### config.mk
export PLATFORM = sky130hd
export DESIGN_NAME = ser_status
export DESIGN_NICKNAME = d
export VERILOG_FILES = /design/src/ser_pkg.sv /design/src/ser_status.sv /design/src/ser_event_latch.sv
export SDC_FILE = /design/constraint.sdc
export NUM_CORES = 1
export LEC_CHECK = 0
export BUFFER_PORTS_ARGS = -buffer_cell sky130_fd_sc_hd__buf_2
export CORE_MARGIN = 2
export CORE_UTILIZATION = 49
export CTS_BUF_LIST = sky130_fd_sc_hd__clkbuf_8
export CTS_CLUSTER_SIZE = 24
export DETAILED_ROUTE_END_ITERATION = 8
export PLACE_DENSITY_LB_ADDON = 0.2
export SLEW_MARGIN = 20
export SYNTH_ARGS = -nofsm -noshare
export SYNTH_HDL_FRONTEND = slang
export SYNTH_HIERARCHICAL = 1
export SYNTH_SLANG_ARGS = --single-unit
### constraint.sdc
create_clock -name clk_sys -period 2.6 [get_ports clk_sys]
set_input_delay 0 -clock clk_sys [delete_from_list [all_inputs] [get_ports clk_sys]]
set_output_delay 0 -clock clk_sys [all_outputs]
set_load 0.05 [all_outputs]
### src/ser_pkg.sv
// constants, command codes and bit layout for the status event reporting block
//
// Contract
// - event bits latch and stay set
// - event query or clear-status clears event bits
// - reset command leaves event bits unchanged (code clears none but sets bit 7 when enabled)
// - enable masks readable, writable, reads keep value
// - clear-status leaves every enable mask alone
// - event bit latches only when enabled
// - status bit 4 set while output queued
// - message bit clears once output drained
// - clearing event group clears its summary
// - status bit 2 set while errors queued
// - status bit 3 summarises enabled questionable
// - status bit 5 summarises enabled standard events
// - status bit 6 summarises enabled summaries
// - clear-status or event reads clear status byte (code clears only the summary bits of the groups it clears; message bit stays)
// - status byte mask cleared only by writing zero
// - operation complete set once pending work finishes
// - query error on empty read or full buffers
// - bits 3,4,5: device, execution, command faults
// - bit 7 set after power-up or reset
// - enabled standard event sets summary bit
// - standard events cleared by clear-status or read
// - standard event mask cleared only by writing zero
// - status byte query keeps master summary bit
package ser_pkg;
	// width of every status register
	localparam int unsigned SER_W = 8;
	// command codes presented on the command port
	typedef enum logic [3:0] {
		SER_CMD_NOP = 4'h0, // no operation
		SER_CMD_CLS = 4'h1, // clear status
		SER_CMD_RST = 4'h2, // unit reset command
		SER_CMD_OPC = 4'h3, // arm operation complete
		SER_CMD_ESE_WR = 4'h4, // write standard event mask
		SER_CMD_ESE_RD = 4'h5, // query standard event mask
		SER_CMD_ESR_RD = 4'h6, // query and clear standard events
		SER_CMD_SRE_WR = 4'h7, // write status byte mask
		SER_CMD_SRE_RD = 4'h8, // query status byte mask
		SER_CMD_STB_RD = 4'h9, // query status byte
		SER_CMD_QEV_RD = 4'hA, // query and clear questionable events
		SER_CMD_QEN_WR = 4'hB, // write questionable mask
		SER_CMD_QEN_RD = 4'hC, // query questionable mask
		SER_CMD_QCN_RD = 4'hD // query questionable condition
	} ser_cmd_t;
	// status byte bit positions
	localparam int unsigned SER_STB_ERRQ = 2;
	localparam int unsigned SER_STB_QSUM = 3;
	localparam int unsigned SER_STB_MAV = 4;
	localparam int unsigned SER_STB_ESUM = 5;
	localparam int unsigned SER_STB_MSS = 6;
	// standard event bit positions
	localparam int unsigned SER_ESR_OPC = 0;
	localparam int unsigned SER_ESR_QUERY = 2;
	localparam int unsigned SER_ESR_DEVICE = 3;
	localparam int unsigned SER_ESR_EXEC = 4;
	localparam int unsigned SER_ESR_CMD = 5;
	localparam int unsigned SER_ESR_PON = 7;
	// reset values
	localparam logic [7:0] SER_ZERO = 8'h00;
	localparam logic [7:0] SER_ESR_RESET = 8'h80; // power-on bit shows after reset
	localparam logic [7:0] SER_QEV_RESET = 8'h00;
	// summary bits that may feed the master summary
	localparam logic [7:0] SER_STB_SUM_MASK = 8'h3C;
endpackage : ser_pkg

### src/ser_status.sv
// status byte, standard event and questionable groups with command port
`timescale 1ns/1ns
module ser_status (
	input wire logic clk_sys,
	input wire logic resetn,
	input wire logic cmd_valid,
	input wire ser_pkg::ser_cmd_t cmd_code,
	input wire logic [7:0] cmd_data,
	input wire logic errq_nonempty,
	input wire logic errq_read,
	input wire logic outq_nonempty,
	input wire logic inbuf_full,
	input wire logic outbuf_full,
	input wire logic query_err,
	input wire logic device_err,
	input wire logic exec_err,
	input wire logic command_err,
	input wire logic ops_idle,
	input wire logic [7:0] quest_cond,
	output logic resp_valid_q,
	output logic [7:0] resp_data_q,
	output logic srq_q,
	output logic errq_clear_q,
	output logic [7:0] stb_q
);
	// command decode strobes
	logic do_cls;
	logic do_rst;
	logic do_opc;
	logic ese_wr;
	logic sre_wr;
	logic qen_wr;
	logic esr_rd;
	logic qev_rd;
	logic is_query;

	// enable masks, all cleared only at power-up or by a zero write
	logic [7:0] ese_q;
	logic [7:0] sre_q;
	logic [7:0] qen_q;

	// operation complete armed, waiting for pending work
	logic opc_arm_q;

	// latched groups and their summaries
	logic [7:0] esr_q;
	logic [7:0] qev_q;
	logic esr_sum;
	logic qev_sum;

	// standard event sources as a byte
	logic [7:0] esr_set;
	logic opc_fire;
	logic [7:0] stb_now;
	logic mss;

	// true for every command that answers
	function automatic logic query_code(input ser_pkg::ser_cmd_t c);
		case (c)
			ser_pkg::SER_CMD_ESE_RD,
			ser_pkg::SER_CMD_ESR_RD,
			ser_pkg::SER_CMD_SRE_RD,
			ser_pkg::SER_CMD_STB_RD,
			ser_pkg::SER_CMD_QEV_RD,
			ser_pkg::SER_CMD_QEN_RD,
			ser_pkg::SER_CMD_QCN_RD: query_code = 1'b1;
			default: query_code = 1'b0;
		endcase
	endfunction

	// strobe for one command code
	function automatic logic hit(input logic v, input ser_pkg::ser_cmd_t c, input ser_pkg::ser_cmd_t want);
		hit = v && (c == want);
	endfunction

	// decode: one strobe per command, valid for the accepting cycle only
	assign do_cls = hit(cmd_valid, cmd_code, ser_pkg::SER_CMD_CLS);
	assign do_rst = hit(cmd_valid, cmd_code, ser_pkg::SER_CMD_RST);
	assign do_opc = hit(cmd_valid, cmd_code, ser_pkg::SER_CMD_OPC);
	assign ese_wr = hit(cmd_valid, cmd_code, ser_pkg::SER_CMD_ESE_WR);
	assign sre_wr = hit(cmd_valid, cmd_code, ser_pkg::SER_CMD_SRE_WR);
	assign qen_wr = hit(cmd_valid, cmd_code, ser_pkg::SER_CMD_QEN_WR);
	assign esr_rd = hit(cmd_valid, cmd_code, ser_pkg::SER_CMD_ESR_RD);
	assign qev_rd = hit(cmd_valid, cmd_code, ser_pkg::SER_CMD_QEV_RD);
	assign is_query = cmd_valid && query_code(cmd_code);

	// standard event mask; only a write changes it, reads and clear-status do not
	always_ff @(posedge clk_sys) begin
		if (!resetn) begin
			ese_q <= ser_pkg::SER_ZERO;
		end else if (ese_wr) begin
			ese_q <= cmd_data;
		end
	end

	// status byte mask; power-up reset or a write of zero are the only ways to empty it
	always_ff @(posedge clk_sys) begin
		if (!resetn) begin
			sre_q <= ser_pkg::SER_ZERO;
		end else if (sre_wr) begin
			sre_q <= cmd_data;
		end
	end

	// questionable mask, same rules as the other masks
	always_ff @(posedge clk_sys) begin
		if (!resetn) begin
			qen_q <= ser_pkg::SER_ZERO;
		end else if (qen_wr) begin
			qen_q <= cmd_data;
		end
	end

	// operation complete: armed by the command, fires once work is idle
	always_ff @(posedge clk_sys) begin
		if (!resetn) begin
			opc_arm_q <= 1'b0;
		end else if (opc_fire) begin
			opc_arm_q <= 1'b0;
		end else if (do_opc) begin
			opc_arm_q <= 1'b1;
		end
	end
	// the command itself counts as pending, so fire no earlier than next cycle
	assign opc_fire = opc_arm_q && ops_idle;

	// standard event sources gathered per bit
	always_comb begin
		esr_set = ser_pkg::SER_ZERO;
		esr_set[ser_pkg::SER_ESR_OPC] = opc_fire;
		// empty read, full buffers or a reported query fault
		esr_set[ser_pkg::SER_ESR_QUERY] = query_err | inbuf_full | outbuf_full
			| (errq_read & ~errq_nonempty);
		esr_set[ser_pkg::SER_ESR_DEVICE] = device_err;
		esr_set[ser_pkg::SER_ESR_EXEC] = exec_err;
		esr_set[ser_pkg::SER_ESR_CMD] = command_err;
		// reset command reports like a power cycle but clears nothing
		esr_set[ser_pkg::SER_ESR_PON] = do_rst;
	end

	// standard event group; power-on bit reads set after reset
	ser_event_latch #(
		.RESET_VAL(ser_pkg::SER_ESR_RESET)
	) u_esr (
		.clk_sys(clk_sys),
		.resetn(resetn),
		.set_in(esr_set),
		.enable(ese_q),
		.clear(do_cls | esr_rd),
		.pulse_in(opc_fire),
		.latch_q(esr_q),
		.summary(esr_sum)
	);

	// questionable group latches its enabled conditions by level
	ser_event_latch #(
		.RESET_VAL(ser_pkg::SER_QEV_RESET)
	) u_qev (
		.clk_sys(clk_sys),
		.resetn(resetn),
		.set_in(quest_cond),
		.enable(qen_q),
		.clear(do_cls | qev_rd),
		.pulse_in(1'b0),
		.latch_q(qev_q),
		.summary(qev_sum)
	);

	// live status byte; summaries follow the latches so a clear empties them
	always_comb begin
		stb_now = ser_pkg::SER_ZERO;
		stb_now[ser_pkg::SER_STB_ERRQ] = errq_nonempty;
		stb_now[ser_pkg::SER_STB_QSUM] = qev_sum;
		stb_now[ser_pkg::SER_STB_MAV] = outq_nonempty;
		stb_now[ser_pkg::SER_STB_ESUM] = esr_sum;
		// master summary over enabled summary bits only
		stb_now[ser_pkg::SER_STB_MSS] = |(stb_now & sre_q & ser_pkg::SER_STB_SUM_MASK);
	end
	assign mss = stb_now[ser_pkg::SER_STB_MSS];

	// registered status byte and service request
	always_ff @(posedge clk_sys) begin
		if (!resetn) begin
			stb_q <= ser_pkg::SER_ZERO;
			srq_q <= 1'b0;
		end else begin
			stb_q <= stb_now;
			srq_q <= mss;
		end
	end

	// clear-status also empties the error queue outside this block
	always_ff @(posedge clk_sys) begin
		if (!resetn) begin
			errq_clear_q <= 1'b0;
		end else begin
			errq_clear_q <= do_cls;
		end
	end

	// query answers, one cycle after the command; values are pre-clear
	always_ff @(posedge clk_sys) begin
		if (!resetn) begin
			resp_valid_q <= 1'b0;
			resp_data_q <= ser_pkg::SER_ZERO;
		end else begin
			resp_valid_q <= is_query;
			case (cmd_code)
				ser_pkg::SER_CMD_ESE_RD: resp_data_q <= ese_q;
				ser_pkg::SER_CMD_ESR_RD: resp_data_q <= esr_q;
				ser_pkg::SER_CMD_SRE_RD: resp_data_q <= sre_q;
				// status byte query reads without touching the master summary
				ser_pkg::SER_CMD_STB_RD: resp_data_q <= stb_now;
				ser_pkg::SER_CMD_QEV_RD: resp_data_q <= qev_q;
				ser_pkg::SER_CMD_QEN_RD: resp_data_q <= qen_q;
				ser_pkg::SER_CMD_QCN_RD: resp_data_q <= quest_cond;
				default: resp_data_q <= resp_data_q;
			endcase
		end
	end
endmodule // ser_status

### src/ser_event_latch.sv
// sticky event register with enable gating and summary output
`timescale 1ns/1ns
module ser_event_latch #(
	parameter logic [7:0] RESET_VAL = 8'h00
) (
	input wire logic clk_sys,
	input wire logic resetn,
	input wire logic [7:0] set_in,
	input wire logic [7:0] enable,
	input wire logic clear,
	input wire logic pulse_in,
	output logic [7:0] latch_q,
	output logic summary
);
	// incoming events that the mask allows through
	logic [7:0] gated;
	// a lone extra source folds into bit 0 and obeys the same mask
	assign gated = (set_in | {7'h00, pulse_in}) & enable;

	// sticky latch; a set arriving with the clear wins so no event is lost
	always_ff @(posedge clk_sys) begin
		if (!resetn) begin
			latch_q <= RESET_VAL;
		end else if (clear) begin
			latch_q <= gated;
		end else begin
			latch_q <= latch_q | gated;
		end
	end

	// summary of enabled latched bits, drops as soon as the latch clears
	assign summary = |(latch_q & enable);
endmodule // ser_event_latch

==> results, run 1 <==
- The run finished with clean final reports.
- The number of instances on the worst hold path is 3.
- In this run the deepest clock path goes through 2 buffers.
- The detailed-route vias per instance is 5.87.
- The count of buffers inserted at the top-level ports is between 40 and 50.
- After technology mapping, the gate count stands at around 320.
- The initial antenna violation count came to 0.
- The clock period minus worst slack is ~1.6 ns.
- Timing analysis after detailed placement gives a worst setup slack of 0.845 ns.
- In the final layout, the multi-input gates occupy 1610 um2.
- Derived from the worst setup path, the maximum achievable clock frequency is 643 MHz.
- After synthesis, the most frequently instantiated cells are sky130_fd_sc_hd__dfxtp_1, sky130_fd_sc_hd__nor2_1, sky130_fd_sc_hd__mux2i_1, sky130_fd_sc_hd__nand2b_1, sky130_fd_sc_hd__nand2_1.
- Entering global routing, the biggest net connects 31 pins.
- The headroom to the max-slew limit is 0.395.
- Dividing total power by cell area gives a power density of 493 nW/um2.
- The first-pass detailed-route iteration total is 5.
- The number of warnings printed during yosys synthesis is 6.
- Setup repair after global routing left no endpoint under its margin.
- Across the whole layout, storage elements account for 1120 um2.
- The residual overflow from global routing is 0.
- The die is 80.6 um tall.
- The setup TNS after final layout is 0 ns.
- After synthesis the netlist holds a flip-flop and latch count of between 50 and 60.
- The final layout contains routed wiring with a total length of 7900 um.
- Summed over all nets, the half-perimeter wirelength after detailed placement is around 5600 um.
- The count of flip-flops with a built-in enable after synthesis is 0.
- The number of buffers inserted during clock tree synthesis is 5.
- The placer congestion estimate is around 0.93.
- The endpoint type of the worst setup path is a flop.
- The synthesized netlist contains 51 unique library cells.
- The register area share after synthesis is 0.390.
- The worst path meets setup with 1.04 ns of slack.
- The analysis attributes to cell leakage a power of 1.37 nW.
- The type of the setup path with the least slack is flop to flop.
- The most repeated cell in the gate-level netlist after synthesis is sky130_fd_sc_hd__dfxtp_1.
- The die covers 6500 um2.
- The final count of pins violating max slew is 0.
- The number of levels in the clock H-tree is 2.
- Buffers added to address setup during post-CTS repair amount to 0.
- By area the synthesized netlist is led by sky130_fd_sc_hd__dfxtp_1, sky130_fd_sc_hd__mux2i_1, sky130_fd_sc_hd__nand2b_1, sky130_fd_sc_hd__nor2_1, sky130_fd_sc_hd__a21oi_1.
- The antenna diode count is 0.
- The number of placed instances, taps included, is 424.
- The maximum ir drop on the vdd rail is between 0.3 and 0.4 mV.
- The global-route wire length before repair is 12800 um.
- Of all flip-flops after synthesis, the portion carrying an async set or reset was 0.
- The synthesized netlist occupies a cell area of 2880 um2.
- The remaining number of nets flagged by the antenna check after routing is 0.
- Summing over every cut layer, the via total after detailed routing is between 2000 and 3000.
- The clock net in this run drives a total of 56 sinks.
- The initial utilization of the core area, before any placement, comes to 0.516.
- The maximum fanout along the worst path is 5.
- The post-route clock period utilization is 0.598.
- The number of max-cap violations is 0.
- The root buffer cell chosen for the clock tree is sky130_fd_sc_hd__clkbuf_8.
- The final layout contains 412 nets.
- Setup violations remaining at the end of the flow were counted as 0.
- TritonCTS built the clock tree.
- For the worst flop-to-flop path, the logic depth is 6.
- In the final layout, the share of cells above drive strength 1 is 0.213.
- For the final database, setup skew stands at 0.00812 ns.
- The type of the tightest min-delay check is primary input to flop.
- The clock latency of the later-clocked register in the worst-skew pair is 0.31 ns.
- The number of design rule violations left after detail routing is 0.
- The critical path startpoint category is a flop.
- At the pin with the least slew margin, the transition time is between 0.9 and 1 ns.
- For this run, the leading register cell type out of synthesis is sky130_fd_sc_hd__dfxtp_1.
- The filler cells instantiated in the layout total between 500 and 600.
- The area growth from synthesis to layout is 17.4%.
- The area share of the leading cell type in the synthesized netlist is 0.390.
- The floorplan has 27 rows.
- STA puts the critical path data arrival time at 1.74 ns.
- The number of DRC violations after detailed-routing iteration 0 is around 320.
- The overall global routing resource usage is 0.261.
- The clock edge transition at the registers on the reported setup and hold paths is 0.10 ns.
- The placeable core region is 5570 um2.
- The hold violation count in the final report is 0.
- The boundary pin count is 52.
- The post-synthesis area per instance is 9.05 um2.
- From left edge to right edge, the die measures a little over 80 um.
- The average wire per cell in the routed design is 17.5 um.
- The number of global-route vias before repair is 2478.
- The data required time of the worst path is 2.78 ns.
- The number of non-filler instances in the completed layout is 452.
- The synthesized design spends more area on one cell type than any other, namely sky130_fd_sc_hd__dfxtp_1.
## registers in the layout (all words and copies together) (netlist names)
register	cells
sre_q	8
resp_valid_q	1
resp_data_q	8
errq_clear_q	1
stb_q	4
opc_arm_q	1
u_esr/latch_q	8
u_qev/latch_q	8
srq_q	1
qen_q	8
ese_q	8
## kinds of logic (layout without fill, tap and decap cells)
logic type / Yosys count / after routing / share of synthesized area
flip-flops: 56 / 56 / 0.390
AO/OA/AOI/OAI: 89 / 89 / 0.223
AND/OR/NAND/NOR: 115 / 115 / 0.220
buffers and inverters: 26 / 83 / 0.0578
multiplexers: 31 / 31 / 0.109
other: 1 / 6 / 0.00130
## cells in the final DEF, fill, tap and decap left out, types with 4 or more instances in the layout
cell / instances
sky130_fd_sc_hd__and3_1: 4
sky130_fd_sc_hd__nor3_1: 6
sky130_fd_sc_hd__dlygate4sd3_1: 20
sky130_fd_sc_hd__clkbuf_8: 5
sky130_fd_sc_hd__a21boi_1: 8
sky130_fd_sc_hd__and2_1: 5
sky130_fd_sc_hd__nor2_1: 30
sky130_fd_sc_hd__nand3_1: 8
sky130_fd_sc_hd__buf_2: 48
sky130_fd_sc_hd__dfxtp_1: 56
sky130_fd_sc_hd__a21oi_1: 18
sky130_fd_sc_hd__o21ai_0: 15
sky130_fd_sc_hd__inv_1: 5
sky130_fd_sc_hd__nand2b_1: 24
sky130_fd_sc_hd__mux2i_1: 29
sky130_fd_sc_hd__conb_1: 6
sky130_fd_sc_hd__a21boi_2: 7
sky130_fd_sc_hd__a22oi_1: 10
sky130_fd_sc_hd__nand2_1: 23
sky130_fd_sc_hd__a31oi_1: 6
## per-stage QoR
stage / utilization / hold slack [ns] / area (um2) / power [mW]
6_report: 0.606 / 0.0166 / 3380 / 1.67
2_1_floorplan: - / 0.0718 / 2900 / 1.10
4_1_cts: 0.606 / 0.00571 / 3380 / 1.67
3_3_place_gp: 0.554 / 0.256 / 3090 / 1.17
5_1_grt: 0.606 / 0.0211 / 3380 / 1.74
3_5_place_dp: 0.554 / 0.260 / 3090 / 1.17
## where the power goes
part / internal, mW / switching [mW]
sequential: 0.877 / 0.0139
combinational: 0.103 / 0.184
clock: 0.194 / 0.294
total: 1.17 / 0.492
## worst max-delay path, cell delays in order, from the launching register on
cell,delay [ns]
sky130_fd_sc_hd__dfxtp_1,0.40
sky130_fd_sc_hd__a22oi_1,0.21
sky130_fd_sc_hd__nand4_1,0.20
sky130_fd_sc_hd__a22oi_1,0.26
sky130_fd_sc_hd__a211oi_1,0.10
sky130_fd_sc_hd__o21ai_0,0.17
sky130_fd_sc_hd__a31oi_1,0.09
## layer usage
| layer | up-vias | GRT usage | share of wire |
|---|---|---|---|
| li1 | 1258 | - | - |
| met1 | 1261 | 0.357 | 0.44 |
| met2 | 120 | 0.427 | 0.48 |
| met3 | 16 | 0.0382 | 0.067 |
| met4 | 0 | 0.0780 | 0.018 |
| met5 | - | 0 | 0 |
## cell type report
| cell class | instances | area share |
|---|---|---|
| Multi-Input combinational cell | 241 | 0.476 |
| Sequential cell | 56 | 0.332 |
| Timing Repair Buffer | 68 | 0.130 |
| Tap cell | 72 | 0.0267 |
| Clock buffer | 5 | 0.0204 |
| Inverter | 7 | 0.00778 |
| Clock inverter | 3 | 0.00667 |
## timing repair
| item | in CTS | in global routing |
|---|---|---|
| resized for setup | 0 | 0 |
| hold endpoints to repair | 33 | 0 |
| hold buffers | 20 | 0 |
## worst paths after layout
path	from	to	slack, ns
setup / recovery	ese_q[2]	resp_data_q[6]	1.04
hold / removal	cmd_data[3]	sre_q[3]	0.02
setup reg to reg	ese_q[2]	resp_data_q[6]	1.04
hold reg to reg	resp_data_q[7]	resp_data_q[7]	0.47
Power figures use the tool's default switching activity.
==> run 2: changes to the inputs <==
==> constraint.sdc (replaced) <==
create_clock -name clk_sys -period 1.4 [get_ports clk_sys]
set_input_delay 0 -clock clk_sys [delete_from_list [all_inputs] [get_ports clk_sys]]
set_output_delay 0 -clock clk_sys [all_outputs]
set_load 0.05 [all_outputs]
==> run 2 against run 1 <==
Against the previous run:
- register-to-register slack worse by 1.0 ns
- non-clock buffer count increased by 51
- flip-flop and latch count did not move
- sequential power rose by 85%
- setup slack lost 1.0 ns
- clock skew is 0.0031 ns lower
- worst hold slack worse by 0.0056 ns
- via count up 6.3%
- routed wire length increased by 6.9%
- fmax grew 12%
- total power up 89%
- critical endpoint is now resp_data_q[5]
- largest power group unchanged
==> results, run 2 (synthesis results as in run 1) <==
- The data arrival time of the worst path is 1.59 ns (-0.15 ns).
- The clock edge transition at the registers on the reported setup and hold paths is 0.10 ns (about the same).
- The CTS tree is done.
- The clock period minus worst slack is 1.39 ns (-0.161 ns).
- The average wire per cell in the routed design is 16.8 um (-3.9%).
- The half-perimeter wire length after placement came to 6330 um (+12%).
- The internal power component is 2.25 mW (+92%).
- The detailed-route vias per instance is 5.61 (-4.5%).
- The placeable core region was 5570 um2 (unchanged).
- By startpoint and endpoint, the worst setup path is classified as flop to flop.
- The number of max-cap violations is 0 (unchanged).
- The buffers plus inverters on the worst setup path was 1 (+1).
- In the layout the commonest cells are sky130_fd_sc_hd__buf_4, sky130_fd_sc_hd__dfxtp_1, sky130_fd_sc_hd__buf_2, sky130_fd_sc_hd__nor2_1, sky130_fd_sc_hd__mux2i_1.
- The placer congestion estimate is 0.960 (+3.8%).
- The switching power is 899 uW (+83%).
- The initial antenna violation count is 0 (unchanged).
- The total vias in the final route is 2821 (+6.3%).
- The data required time of the worst path was 1.60 ns (-1.18 ns).
- The maximum achievable frequency is 717 MHz (+12%).
- The overall global routing resource usage came to 0.275 (+0.0136).
- The post-detailed-routing wire length was 8450 um (+6.9%).
- The number of cell rows is 27 (unchanged).
- The summed area of non-filler cells in the final layout came to 3800 um2 (+13%).
- The number of nets at the end of the flow is 463 (+12%).
- The share of total power in combinational logic is 0.190 (+0.018).
- The cell with the most instances on the worst path is sky130_fd_sc_hd__o21ai_1.
- The setup TNS after final layout is 0 ns (unchanged).
- The overall power is 3.15 mW (+89%).
- The residual overflow from global routing is 0 (unchanged).
- The proportion of power drawn by the clock network is 0.287 (-0.006).
- The post-route clock period utilization is 0.996 (+0.398).
- The starting density of the core was 0.516 (unchanged).
- Setup repair after global routing could not meet its margin everywhere.
- The number of buffers inserted during clock tree synthesis was 5 (unchanged).
- The CTS sink count is 56 (unchanged).
- The antenna diode count is 0 (unchanged).
- The worst setup path is captured at a flop.
- The sequential cell fraction of total power came to 0.523 (-0.012).
- The cell at the root of the clock tree is sky130_fd_sc_hd__clkbuf_8.
- The final setup violation count is 0 (unchanged).
- The number of design rule violations left after detail routing is 0 (unchanged).
- The net switching share of the total power came to 0.285 (-0.0100).
- The worst setup path is launched from a flop.
- The first-pass detailed-route iteration total was 5 (unchanged).
- For this design, the slowest cell found on the critical path is sky130_fd_sc_hd__dfxtp_1.
- The longest individual stage delay on the worst path is 0.33 ns (-0.07 ns).
- The type of the tightest min-delay check is primary input to flop.
- The remaining number of nets flagged by the antenna check after routing is 0 (unchanged).
- The run finished with clean final reports.
- The power per standard cell area came to 829 nW/um2 (+68%).
- The maximum fanout along the worst path is 2 (-3).
- The count of buffers inserted at the top-level ports is 48 (unchanged).
- The number of global-route vias before repair was 2705 (+9.2%).
- The number of DRC violations after detailed-routing iteration 0 is 177 (-45%).
- The post-placement cell area is 3500 um2 (+13%).
- The number of levels in the clock H-tree came to 2 (unchanged).
- The global-route wire length before repair was 13500 um (+5.2%).
- The maximum ir drop on the vdd rail is 0.517 mV (+63%).
- The library cell used most frequently in the layout, excluding fill and tap cells, is sky130_fd_sc_hd__buf_4.
- The final count of pins violating max slew was 0 (unchanged).
- The pin count of the biggest net entering global routing is 31 (unchanged).
- The die area is 6500 um2 (unchanged).
- The die height is 80.6 um (unchanged).
- The area growth from synthesis to layout is 32.2%.
- The hold violation count in the final report is 0 (unchanged).
- The worst clock skew was 0.00497 ns (-0.00315 ns).
- The width of the die is 80.6 um (unchanged).
- The static leakage is 1.64 nW (+20%).
- The signal on the critical path passes through a22oi_2 > nand4_1 > buf_4 > mux2i_1 > o21ai_1 > o21ai_1 > a31oi_1.
- The boundary pin count is 52 (unchanged).
- The fraction of final layout cells sized beyond drive strength 1 came to 0.343 (+0.130).
- The worst-case clock buffer depth is 2 (unchanged).
- The dominant delay contributor by cell family on the critical path is compound AO/OA/AOI/OAI gates.
- The worst-case register-to-register setup slack is 0.006 ns (-1.04 ns).
- The clock latency of the later-clocked register in the worst-skew pair came to 0.31 ns (about the same).
-- run 2: layout make-up --
type	instances	area, um2
well taps	72	90.1
repair buffers	119	815
clock inverters	2	7.51
clock buffers	6	82.6
fillers	476	1770
flip-flops and latches	56	1120
multi-input cells	241	1660
inverters	7	26.3
-- run 2: final timing paths --
path                         start        endpoint  cells past startpoint
setup / recovery  u_esr/latch_q[1]  resp_data_q[5]                      7
hold / removal            ops_idle       opc_arm_q                      4
setup reg to reg  u_esr/latch_q[1]  resp_data_q[5]                      7
hold reg to reg     resp_data_q[0]  resp_data_q[0]                      2
-- run 2: through the flow --
stage	std cells	utilization	setup slack (ns)	hold slack, ns
2_1_floorplan	323	-	0.164	0.0718
3_3_place_gp	479	0.628	-0.0650	0.256
3_5_place_dp	479	0.628	-0.0842	0.251
4_1_cts	502	0.675	0.00576	0.00686
5_1_grt	503	0.682	-0.132	0.00344
6_report	503	0.682	0.00595	0.0110
-- run 2: worst register-to-register path: stages (launching register included) --
cell                      delay [ns]
sky130_fd_sc_hd__dfxtp_1        0.33
sky130_fd_sc_hd__a22oi_2        0.20
sky130_fd_sc_hd__nand4_1        0.17
sky130_fd_sc_hd__buf_4          0.18
sky130_fd_sc_hd__mux2i_1        0.14
sky130_fd_sc_hd__o21ai_1        0.07
sky130_fd_sc_hd__o21ai_1        0.11
sky130_fd_sc_hd__a31oi_1        0.08
-- run 2: power groups by stage --
| stage | combinational (mW) | sequential (mW) | clock (mW) |
|---|---|---|---|
| finish | 0.600 | 1.65 | 0.904 |
| global placement | 0.553 | 1.68 | 0 |
| global route | 0.642 | 1.65 | 0.961 |
| CTS | 0.590 | 1.65 | 0.904 |
| floorplan | 0.283 | 1.76 | 0 |
| detailed placement | 0.557 | 1.68 | 0 |
-- run 2: per-layer routing --
| layer | up-vias | routed length [um] | GRT usage |
|---|---|---|---|
| li1 | 1354 | - | - |
| met1 | 1314 | 3600 | 0.351 |
| met3 | 23 | 585 | 0.0393 |
| met5 | - | 0 | 0 |
| met2 | 130 | 3980 | 0.466 |
| met4 | 0 | 273 | 0.108 |
-- run 2: timing repair --
| action | 4_1_cts | 5_1_grt |
|---|---|---|
| setup buffers | 0 | 1 |
| resized for setup | 6 | 11 |
| pin swaps | 3 | 9 |
| hold endpoints to repair | 19 | 0 |
| setup endpoints to repair | 3 | 3 |
| hold buffers | 15 | 0 |
